<file path="src/fwsr_pkg.sv">
package fwsr_pkg;
    localparam int unsigned CLK_PERIOD_NS   = 10;
    // chosen bus timing of one flash access, in ns, with margin over a fast part
    localparam int unsigned T_ACC_NS        = 70;
    localparam int unsigned T_WP_NS         = 50;
    localparam int unsigned T_GAP_NS        = 30;
    localparam int unsigned ACC_CYC = (T_ACC_NS + CLK_PERIOD_NS - 1) / CLK_PERIOD_NS;
    localparam int unsigned WP_CYC  = (T_WP_NS + CLK_PERIOD_NS - 1) / CLK_PERIOD_NS;
    localparam int unsigned GAP_CYC = (T_GAP_NS + CLK_PERIOD_NS - 1) / CLK_PERIOD_NS;
    localparam int unsigned ADDR_W  = 19;
    localparam int unsigned DATA_W  = 8;
    localparam int unsigned POLL_POS    = 7;
    localparam int unsigned TOG1_POS    = 6;
    localparam int unsigned TOUT_POS    = 5;
    localparam int unsigned ETMR_POS    = 3;
    localparam int unsigned TOG2_POS    = 2;
    localparam logic [7:0]  CMD_RESET   = 8'hF0;
    localparam logic [2:0]  RES_BUSY    = 3'h0;
    localparam logic [2:0]  RES_DONE    = 3'h1;
    localparam logic [2:0]  RES_FAIL    = 3'h2;
    localparam logic [2:0]  RES_TIMEOUT = 3'h3;
    typedef enum logic [1:0] {FWSR_POLL_DATA, FWSR_POLL_TOGGLE} fwsr_mode_t;
endpackage : fwsr_pkg

</file>
<file path="src/fwsr_bus_if.sv">
`timescale 1ns/10ps
`default_nettype none
interface fwsr_bus_if;
    import fwsr_pkg::*;
    logic              req;
    logic              wr;
    logic [ADDR_W-1:0] addr;
    logic [DATA_W-1:0] wdata;
    logic              done;
    logic [DATA_W-1:0] rdata;
    modport master (output req, output wr, output addr, output wdata,
                    input done, input rdata);
    modport slave  (input req, input wr, input addr, input wdata,
                    output done, output rdata);
endinterface : fwsr_bus_if
`default_nettype wire

</file>
<file path="src/fwsr_ctrl.sv">
`timescale 1ns/10ps
`default_nettype none
// How it works
// [RL1] program busy reads inverted written bit
// [RL2] poll bit valid after last command pulse
// [RL3] erase busy reads zero, done reads one
// [RL4] poll inside the target unprotected sector
// [RL5] re-read after poll bit matches
// [RL6] toggle bit flips every read while busy
// [RL7] toggle bit valid after last pulse
// [RL8] protected program toggles about 2 us
// [RL9] protected erase toggles about 100 us
// [RL10] timeout bit high means operation failed
// [RL11] after timeout bit, recheck toggling
// [RL12] programming zero to one causes timeout
// [RL13] on failure write reset command
// [RL14] erase timer bit rises at erase start
// [RL15] second toggle bit flips in erased sectors
// [RL16] combine both toggle bits for erase state
// [RL17] read twice and compare toggle bit
// [RL18] toggling with timeout: retest, fail resets
// [RL19] restart from first read after leaving
// [RL20] toggle bit steady when done or suspended
// [RL21] ignore unassigned status data lines
module fwsr_ctrl
    import fwsr_pkg::*;
#(
    parameter int unsigned MAX_POLLS = 65535
)
(
    input  wire logic              i_sys_clk,
    input  wire logic              i_rstn,
    input  wire logic              i_start,
    input  wire logic              i_mode_toggle,
    input  wire logic              i_is_erase,
    input  wire logic [ADDR_W-1:0] i_addr,
    input  wire logic [DATA_W-1:0] i_expect,
    input  wire logic [DATA_W-1:0] i_dq_in,
    output logic                   o_ce_n,
    output logic                   o_oe_n,
    output logic                   o_we_n,
    output logic [ADDR_W-1:0]      o_addr,
    output logic [DATA_W-1:0]      o_dq_out,
    output logic                   o_dq_oe,
    output logic                   o_busy,
    output logic                   o_done,
    output logic [2:0]             o_result,
    output logic                   o_erase_active,
    output logic                   o_erase_suspended,
    output logic                   o_erase_started
);
    typedef enum logic [2:0] {
        FWSR_IDLE, FWSR_RD1, FWSR_RD2, FWSR_RETEST, FWSR_RD3, FWSR_RD4, FWSR_RST, FWSR_END
    } fwsr_state_t;

    fwsr_bus_if bus ();
    fwsr_state_t     st;
    fwsr_mode_t      mode;
    logic            erase;
    logic [ADDR_W-1:0] addr;
    logic [DATA_W-1:0] expect_d;
    logic [DATA_W-1:0] first;
    logic [DATA_W-1:0] dq_s1;
    logic [DATA_W-1:0] dq_s2;
    logic [31:0]     polls;
    logic [2:0]      res;

    always_ff @(posedge i_sys_clk or negedge i_rstn) begin
        if (!i_rstn) begin
            dq_s1 <= '0;
            dq_s2 <= '0;
        end else begin
            dq_s1 <= i_dq_in;
            dq_s2 <= dq_s1;
        end
    end

    fwsr_cycle u_cycle (
        .i_sys_clk (i_sys_clk),
        .i_rstn    (i_rstn),
        .bus       (bus.slave),
        .i_dq_sync (dq_s2),
        .o_ce_n    (o_ce_n),
        .o_oe_n    (o_oe_n),
        .o_we_n    (o_we_n),
        .o_addr    (o_addr),
        .o_dq_out  (o_dq_out),
        .o_dq_oe   (o_dq_oe)
    );

    // [RL21] only status positions are compared
    wire [DATA_W-1:0] rd = bus.rdata;
    // [RL1] [RL3] expected poll level at completion
    wire poll_target = erase ? 1'b1 : expect_d[POLL_POS];
    wire poll_match  = rd[POLL_POS] == poll_target;
    wire tout_hi     = rd[TOUT_POS];
    // [RL6] [RL17] [RL20] toggle check on two consecutive reads
    wire tog1_moves  = rd[TOG1_POS] != first[TOG1_POS];
    wire tog2_moves  = rd[TOG2_POS] != first[TOG2_POS];
    wire cyc_done    = bus.done;
    wire give_up     = polls >= MAX_POLLS;
    // a read launched here would swallow the reset write that follows it
    wire rd2_quit    = give_up && !tout_hi &&
                       ((mode == FWSR_POLL_DATA) ? !poll_match : tog1_moves);

    always_ff @(posedge i_sys_clk or negedge i_rstn) begin
        if (!i_rstn) begin
            st        <= FWSR_IDLE;
            mode      <= FWSR_POLL_DATA;
            erase     <= 1'b0;
            addr      <= '0;
            expect_d  <= '0;
            first     <= '0;
            polls     <= '0;
            res       <= RES_BUSY;
            bus.req   <= 1'b0;
            bus.wr    <= 1'b0;
            bus.addr  <= '0;
            bus.wdata <= '0;
            o_busy    <= 1'b0;
            o_done    <= 1'b0;
            o_result  <= RES_BUSY;
            o_erase_active    <= 1'b0;
            o_erase_suspended <= 1'b0;
            o_erase_started   <= 1'b0;
        end else begin
            bus.req <= 1'b0;
            o_done  <= 1'b0;
            unique case (st)
                FWSR_IDLE: if (i_start) begin
                    // [RL2] [RL7] [RL4] start only after final command pulse, own sector
                    mode      <= i_mode_toggle ? FWSR_POLL_TOGGLE : FWSR_POLL_DATA;
                    erase     <= i_is_erase;
                    addr      <= i_addr;
                    expect_d  <= i_expect;
                    polls     <= '0;
                    o_busy    <= 1'b1;
                    o_erase_started <= 1'b0;
                    bus.req   <= 1'b1;
                    bus.wr    <= 1'b0;
                    bus.addr  <= i_addr;
                    st        <= FWSR_RD1;
                end
                FWSR_RD1: if (cyc_done) begin
                    first   <= rd;
                    polls   <= polls + 32'h0000_0001;
                    // [RL14] erase timer shows the erase has begun
                    o_erase_started <= erase & rd[ETMR_POS];
                    bus.req <= 1'b1;
                    st      <= FWSR_RD2;
                end
                FWSR_RD2: if (cyc_done) begin
                    bus.req <= !rd2_quit;
                    if (mode == FWSR_POLL_DATA) begin
                        // [RL5] poll matched: re-read to get all lines valid
                        if (poll_match) begin
                            st <= FWSR_RD4;
                        end else if (tout_hi) begin
                            st <= FWSR_RD3;
                        end else begin
                            st <= give_up ? FWSR_RST : FWSR_RD1;
                        end
                    end else begin
                        // [RL16] suspended: first toggle steady, second moving
                        o_erase_active    <= erase & tog1_moves;
                        o_erase_suspended <= erase & !tog1_moves & tog2_moves;
                        if (!tog1_moves) begin
                            st <= FWSR_RD4;
                        end else if (tout_hi) begin
                            // [RL11] [RL18] timeout seen, retest toggling
                            st <= FWSR_RETEST;
                        end else begin
                            // [RL19] keep monitoring from the first read
                            st <= give_up ? FWSR_RST : FWSR_RD1;
                        end
                    end
                end
                FWSR_RETEST: if (cyc_done) begin
                    // [RL18] the retest compares two fresh reads
                    first   <= rd;
                    bus.req <= 1'b1;
                    st      <= FWSR_RD3;
                end
                FWSR_RD3: if (cyc_done) begin
                    // [RL10] [RL12] still busy after timeout is a failure
                    if ((mode == FWSR_POLL_DATA) ? poll_match : !tog1_moves) begin
                        res     <= RES_DONE;
                        bus.req <= 1'b1;
                        st      <= FWSR_RD4;
                    end else begin
                        res <= RES_FAIL;
                        st  <= FWSR_RST;
                    end
                end
                FWSR_RD4: if (cyc_done) begin
                    res <= RES_DONE;
                    st  <= FWSR_END;
                end
                FWSR_RST: begin
                    // [RL13] reset command returns the device to array reads
                    bus.req   <= 1'b1;
                    bus.wr    <= 1'b1;
                    bus.addr  <= addr;
                    bus.wdata <= CMD_RESET;
                    if (res != RES_FAIL) begin
                        res <= RES_TIMEOUT;
                    end
                    st <= FWSR_END;
                end
                FWSR_END: if (!bus.req && (bus.wr ? cyc_done : 1'b1)) begin
                    bus.wr   <= 1'b0;
                    o_busy   <= 1'b0;
                    o_done   <= 1'b1;
                    o_result <= res;
                    o_erase_active    <= 1'b0;
                    o_erase_suspended <= 1'b0;
                    res      <= RES_BUSY;
                    st       <= FWSR_IDLE;
                end
            endcase
        end
    end
    // [RL8] [RL9] a protected target stops toggling by itself and reads done
endmodule : fwsr_ctrl
`default_nettype wire

</file>
<file path="src/fwsr_cycle.sv">
`timescale 1ns/10ps
`default_nettype none
// one asynchronous read or write cycle on the flash pins
module fwsr_cycle
    import fwsr_pkg::*;
(
    input  wire logic              i_sys_clk,
    input  wire logic              i_rstn,
    fwsr_bus_if.slave              bus,
    input  wire logic [DATA_W-1:0] i_dq_sync,
    output logic                   o_ce_n,
    output logic                   o_oe_n,
    output logic                   o_we_n,
    output logic [ADDR_W-1:0]      o_addr,
    output logic [DATA_W-1:0]      o_dq_out,
    output logic                   o_dq_oe
);
    typedef enum logic [1:0] {FWSR_C_IDLE, FWSR_C_ACT, FWSR_C_GAP} fwsr_cst_t;
    fwsr_cst_t  st;
    logic [7:0] cnt;
    // sync adds two cycles of latency, so the read window is stretched by two
    localparam logic [7:0] RD_LEN = 8'(ACC_CYC + 2);
    localparam logic [7:0] WR_LEN = 8'(WP_CYC);
    localparam logic [7:0] GP_LEN = 8'(GAP_CYC);
    wire cnt_end = (cnt == 8'h00);

    always_ff @(posedge i_sys_clk or negedge i_rstn) begin
        if (!i_rstn) begin
            st       <= FWSR_C_IDLE;
            cnt      <= 8'h00;
            o_ce_n   <= 1'b1;
            o_oe_n   <= 1'b1;
            o_we_n   <= 1'b1;
            o_addr   <= '0;
            o_dq_out <= '0;
            o_dq_oe  <= 1'b0;
            bus.done <= 1'b0;
            bus.rdata <= '0;
        end else begin
            bus.done <= 1'b0;
            unique case (st)
                FWSR_C_IDLE: if (bus.req) begin
                    st       <= FWSR_C_ACT;
                    o_addr   <= bus.addr;
                    o_dq_out <= bus.wdata;
                    o_dq_oe  <= bus.wr;
                    o_ce_n   <= 1'b0;
                    o_oe_n   <= bus.wr;
                    o_we_n   <= !bus.wr;
                    cnt      <= bus.wr ? WR_LEN : RD_LEN;
                end
                FWSR_C_ACT: if (cnt_end) begin
                    // oe/ce rising ends the read; the next read is a fresh one
                    st        <= FWSR_C_GAP;
                    o_ce_n    <= 1'b1;
                    o_oe_n    <= 1'b1;
                    o_we_n    <= 1'b1;
                    bus.rdata <= i_dq_sync;
                    cnt       <= GP_LEN;
                end else begin
                    cnt <= cnt - 8'h01;
                end
                FWSR_C_GAP: if (cnt_end) begin
                    st       <= FWSR_C_IDLE;
                    o_dq_oe  <= 1'b0;
                    bus.done <= 1'b1;
                end else begin
                    cnt <= cnt - 8'h01;
                end
            endcase
        end
    end
endmodule : fwsr_cycle
`default_nettype wire

</file>
<file path="config.mk">
export PLATFORM = sky130hd
export DESIGN_NAME = fwsr_ctrl
export DESIGN_NICKNAME = d
export VERILOG_FILES = /design/src/fwsr_pkg.sv /design/src/fwsr_bus_if.sv /design/src/fwsr_ctrl.sv /design/src/fwsr_cycle.sv
export SDC_FILE = /design/constraint.sdc
export NUM_CORES = 1
export LEC_CHECK = 0
export BUFFER_PORTS_ARGS = -buffer_cell sky130_fd_sc_hd__buf_2
export CAP_MARGIN = 5
export CORE_MARGIN = 3
export CORE_UTILIZATION = 61
export DETAILED_ROUTE_END_ITERATION = 6
export GPL_ROUTABILITY_DRIVEN = 0
export PLACE_DENSITY = 0.87
export SLEW_MARGIN = 30
export SYNTH_ARGS = -nofsm -noshare
export SYNTH_HDL_FRONTEND = slang
export SYNTH_SLANG_ARGS = --single-unit
export TNS_END_PERCENT = 100
</file>
<file path="constraint.sdc">
create_clock -name i_sys_clk -period 3.8 [get_ports i_sys_clk]
set_input_delay 0.76 -clock i_sys_clk [delete_from_list [all_inputs] [get_ports i_sys_clk]]
set_output_delay 0.76 -clock i_sys_clk [all_outputs]
set_load 0.02 [all_outputs]
</file>
==> flow_metrics.env <==
export IMPL_status="finished with violations"
export IMPL_failed_checks="DRC"
export IMPL_syn_to_final_growth_pct=15.44
export IMPL_coreArea_um2=9955
export IMPL_period_share_pct=72.26
export IMPL_timing_final_ws_setup_ns=1.054
export IMPL_rr_worst_depth=6
export IMPL_wirelength_um=14180
export IMPL_powerDensity_nw_per_um2=816.8
export IMPL_initial_core_util_pct=63.75
export IMPL_grtUsageMet3_pct=6.030
export IMPL_seq_area_um2=3507
export IMPL_boundaryPins=79
export IMPL_cp_end_kind="register"
export IMPL_fin_nets=717
export IMPL_cts_setup_buffers=0
export IMPL_drv_slew=0
export IMPL_slew_headroom_pct=40.83
export IMPL_grt_first_pass_wirelength_um=23410
export IMPL_busiest_layer="met2"
export IMPL_fp_dieW_um=108.0
export IMPL_skew_ns=0.007838
export IMPL_rsz0062_at_grt="false"
export IMPL_overflow=0
export IMPL_dieArea_um2=11660
export IMPL_met1_usage_pct=31.63
export IMPL_min_path_type="in2async"
export IMPL_n_fill_cell=596
export IMPL_tightest_slew_ns=0.8835
export IMPL_htreeDepth=4
export IMPL_reg2reg_from="st[0]"
export IMPL_syn_area_per_cell_um2=10.20
export IMPL_fin_area_um2=7326
export IMPL_post_place_ws_ns=1.039
export IMPL_fin_setup_tns_ns=0
export IMPL_placed_cell_area_um2=6715
export IMPL_grt_pass1_vias=5009
export IMPL_wl_per_cell_um=17.36
export IMPL_setup_viol=0
export IMPL_holdWs_ns=0.2928
export IMPL_cp_max_fo=19
export IMPL_port_buffers=63
export IMPL_yosys_warnings=0
export IMPL_numClockSinks=140
export IMPL_worstPathArrival_ns=3.19
export IMPL_startpoint="st[0]"
export IMPL_leakage_nw=3.508
export IMPL_worstSetupPathType="reg2reg"
export IMPL_syn_area_um2=6346
export IMPL_multi_input_area_um2=2537
export IMPL_num_rows=36
export IMPL_ys_seq_area_share_pct=55.26
export IMPL_finalPower_mw=5.984
export IMPL_synth_top_area_share_pct=54.02
export IMPL_grt_start_max_net_pins=91
export IMPL_antenna_left=0
export IMPL_synth_top_cells_by_area="dfrtp_1, mux2_2, nand2_1, a222oi_1, xnor2_1"
export IMPL_cts_resized=0
export IMPL_final_cells=817
export IMPL_cts_tree="yes"
export IMPL_drc=4
export IMPL_clkTransAtPathRegs_ns=0.06
export IMPL_finalCriticalPeriod_ns=2.746
export IMPL_ys_async_sr_fraction_pct=100.0
export IMPL_synth_edf_count=0
export IMPL_drtPass1Iterations=7
export IMPL_synth_largest_area_cell="dfrtp_1"
export IMPL_ff2ff_setup_slack_ns=1.05
export IMPL_met2_usage_pct=43.43
export IMPL_cp_required_ns=4.25
export IMPL_start_kind="register"
export IMPL_ys_types=51
export IMPL_cts_buffer_depth=2
export IMPL_max_freq_ghz=0.3642
export IMPL_drive_above_1_share_pct=21.49
export IMPL_postCtsHoldBufs=0
export IMPL_antenna_found_initial=0
export IMPL_die_h_um=108.0
export IMPL_utilization_pct=73.59
export IMPL_grtUsageTotal_pct=25.65
export IMPL_synth_cells=622
export IMPL_cts_root_buf="clkbuf_8"
export IMPL_hpwl_um=8822
export IMPL_endpoint="polls[31]"
export IMPL_r2r_end="polls[31]"
export IMPL_synth_seq_cells=140
export IMPL_clkLatencyLatePin_ns=0.52
export IMPL_dp_cells=785
export IMPL_peakVddDrop_v=0.0005791
export IMPL_hold_viol=0
export IMPL_drt_initial_drc_count=472
export IMPL_antenna_cells=0
export IMPL_max_cap_viol_count=0
export IMPL_vias=5027
export IMPL_viasPerCell=6.153
export IMPL_synth_top_flop_cell="dfrtp_1"
export IMPL_cts_buffers=17
per-layer routing:
layer	vias up	wire [um]
met5	-	0
met4	0	430
met3	42	943
met2	218	7258
met1	2501	5551
li1	2266	-
synth_stat cells, drive strengths merged (12+ instances only):
library cell    n
dfrtp         137
nor3           12
a222oi         19
o21ai          26
nor4           15
nand3          16
xnor2          20
nand2          90
a21oi          26
nor2           45
clkbuf         24
inv            38
buf            18
mux2           33
logic make-up (layout without fill, tap and decap cells):
| family | count (synthesis) | in the layout | share of synthesized area (%) |
|---|---|---|---|
| fa+ha+maj | 6 | 6 | 1.183 |
| compound gates | 102 | 102 | 10.96 |
| simple gates | 232 | 232 | 17.47 |
| mux | 35 | 35 | 6.171 |
| buf+inv | 80 | 138 | 5.304 |
| xor+xnor | 26 | 26 | 3.588 |
| flops | 140 | 140 | 55.26 |
| other cells | 1 | 5 | 0.05909 |
how the worst min path moves through the flow:
stage	start	slack [ns]	endpoint
after floorplan	dq_s1[2]	0.33	dq_s2[2]
after global placement	dq_s1[3]	0.33	dq_s2[3]
after detailed placement	dq_s1[3]	0.34	dq_s2[3]
after CTS	i_dq_in[7]	0.33	dq_s1[7]
after global routing	i_dq_in[2]	0.31	dq_s1[2]
final	i_rstn	0.29	u_cycle.cnt[4]
worst max-delay path, stage by stage (launching register included):
cell and delay, ns:
dfrtp_1 0.75, mux2i_1 0.22, or4_1 0.49, buf_4 0.20
or3_4 0.39, or4_1 0.47, a21oi_1 0.14
cell type report:
type / count / share of cell area, %
timing repair buffer: 68 / 5.073
sequential: 140 / 47.87
multi-input combinational: 406 / 34.64
tap: 133 / 2.272
inverter: 38 / 1.947
clock buffer: 17 / 5.653
clock inverter: 15 / 2.545
state kept, by name, summed over array words and instances (netlist names), 5 cells and up:
signal / flops
u_cycle.bus.rdata: 5
u_cycle.o_addr: 19
dq_s1: 5
polls: 32
bus.addr: 19
addr: 19
dq_s2: 5
u_cycle.cnt: 8
where the power goes:
part,total (mW),internal (mW),leakage [nW],switching [mW]
combinational,1.94,0.774,1.44,1.16
clock,1.66,1.01,0.282,0.650
sequential,2.39,1.98,1.78,0.409
placed cells by master (no fill, tap or decap), drive strengths merged, types with 6 or more instances in the layout:
master  instances
a21o            6
a21oi          26
a222oi         19
and3            7
buf            68
clkbuf         17
dfrtp         137
ha              6
inv            43
mux2           33
nand2          90
nand3          16
nand4          10
nor2           45
nor3           12
nor4           15
o21ai          26
or3            11
xnor2          20
xor2            6
Note: power is estimated with default switching activity, not from simulation.
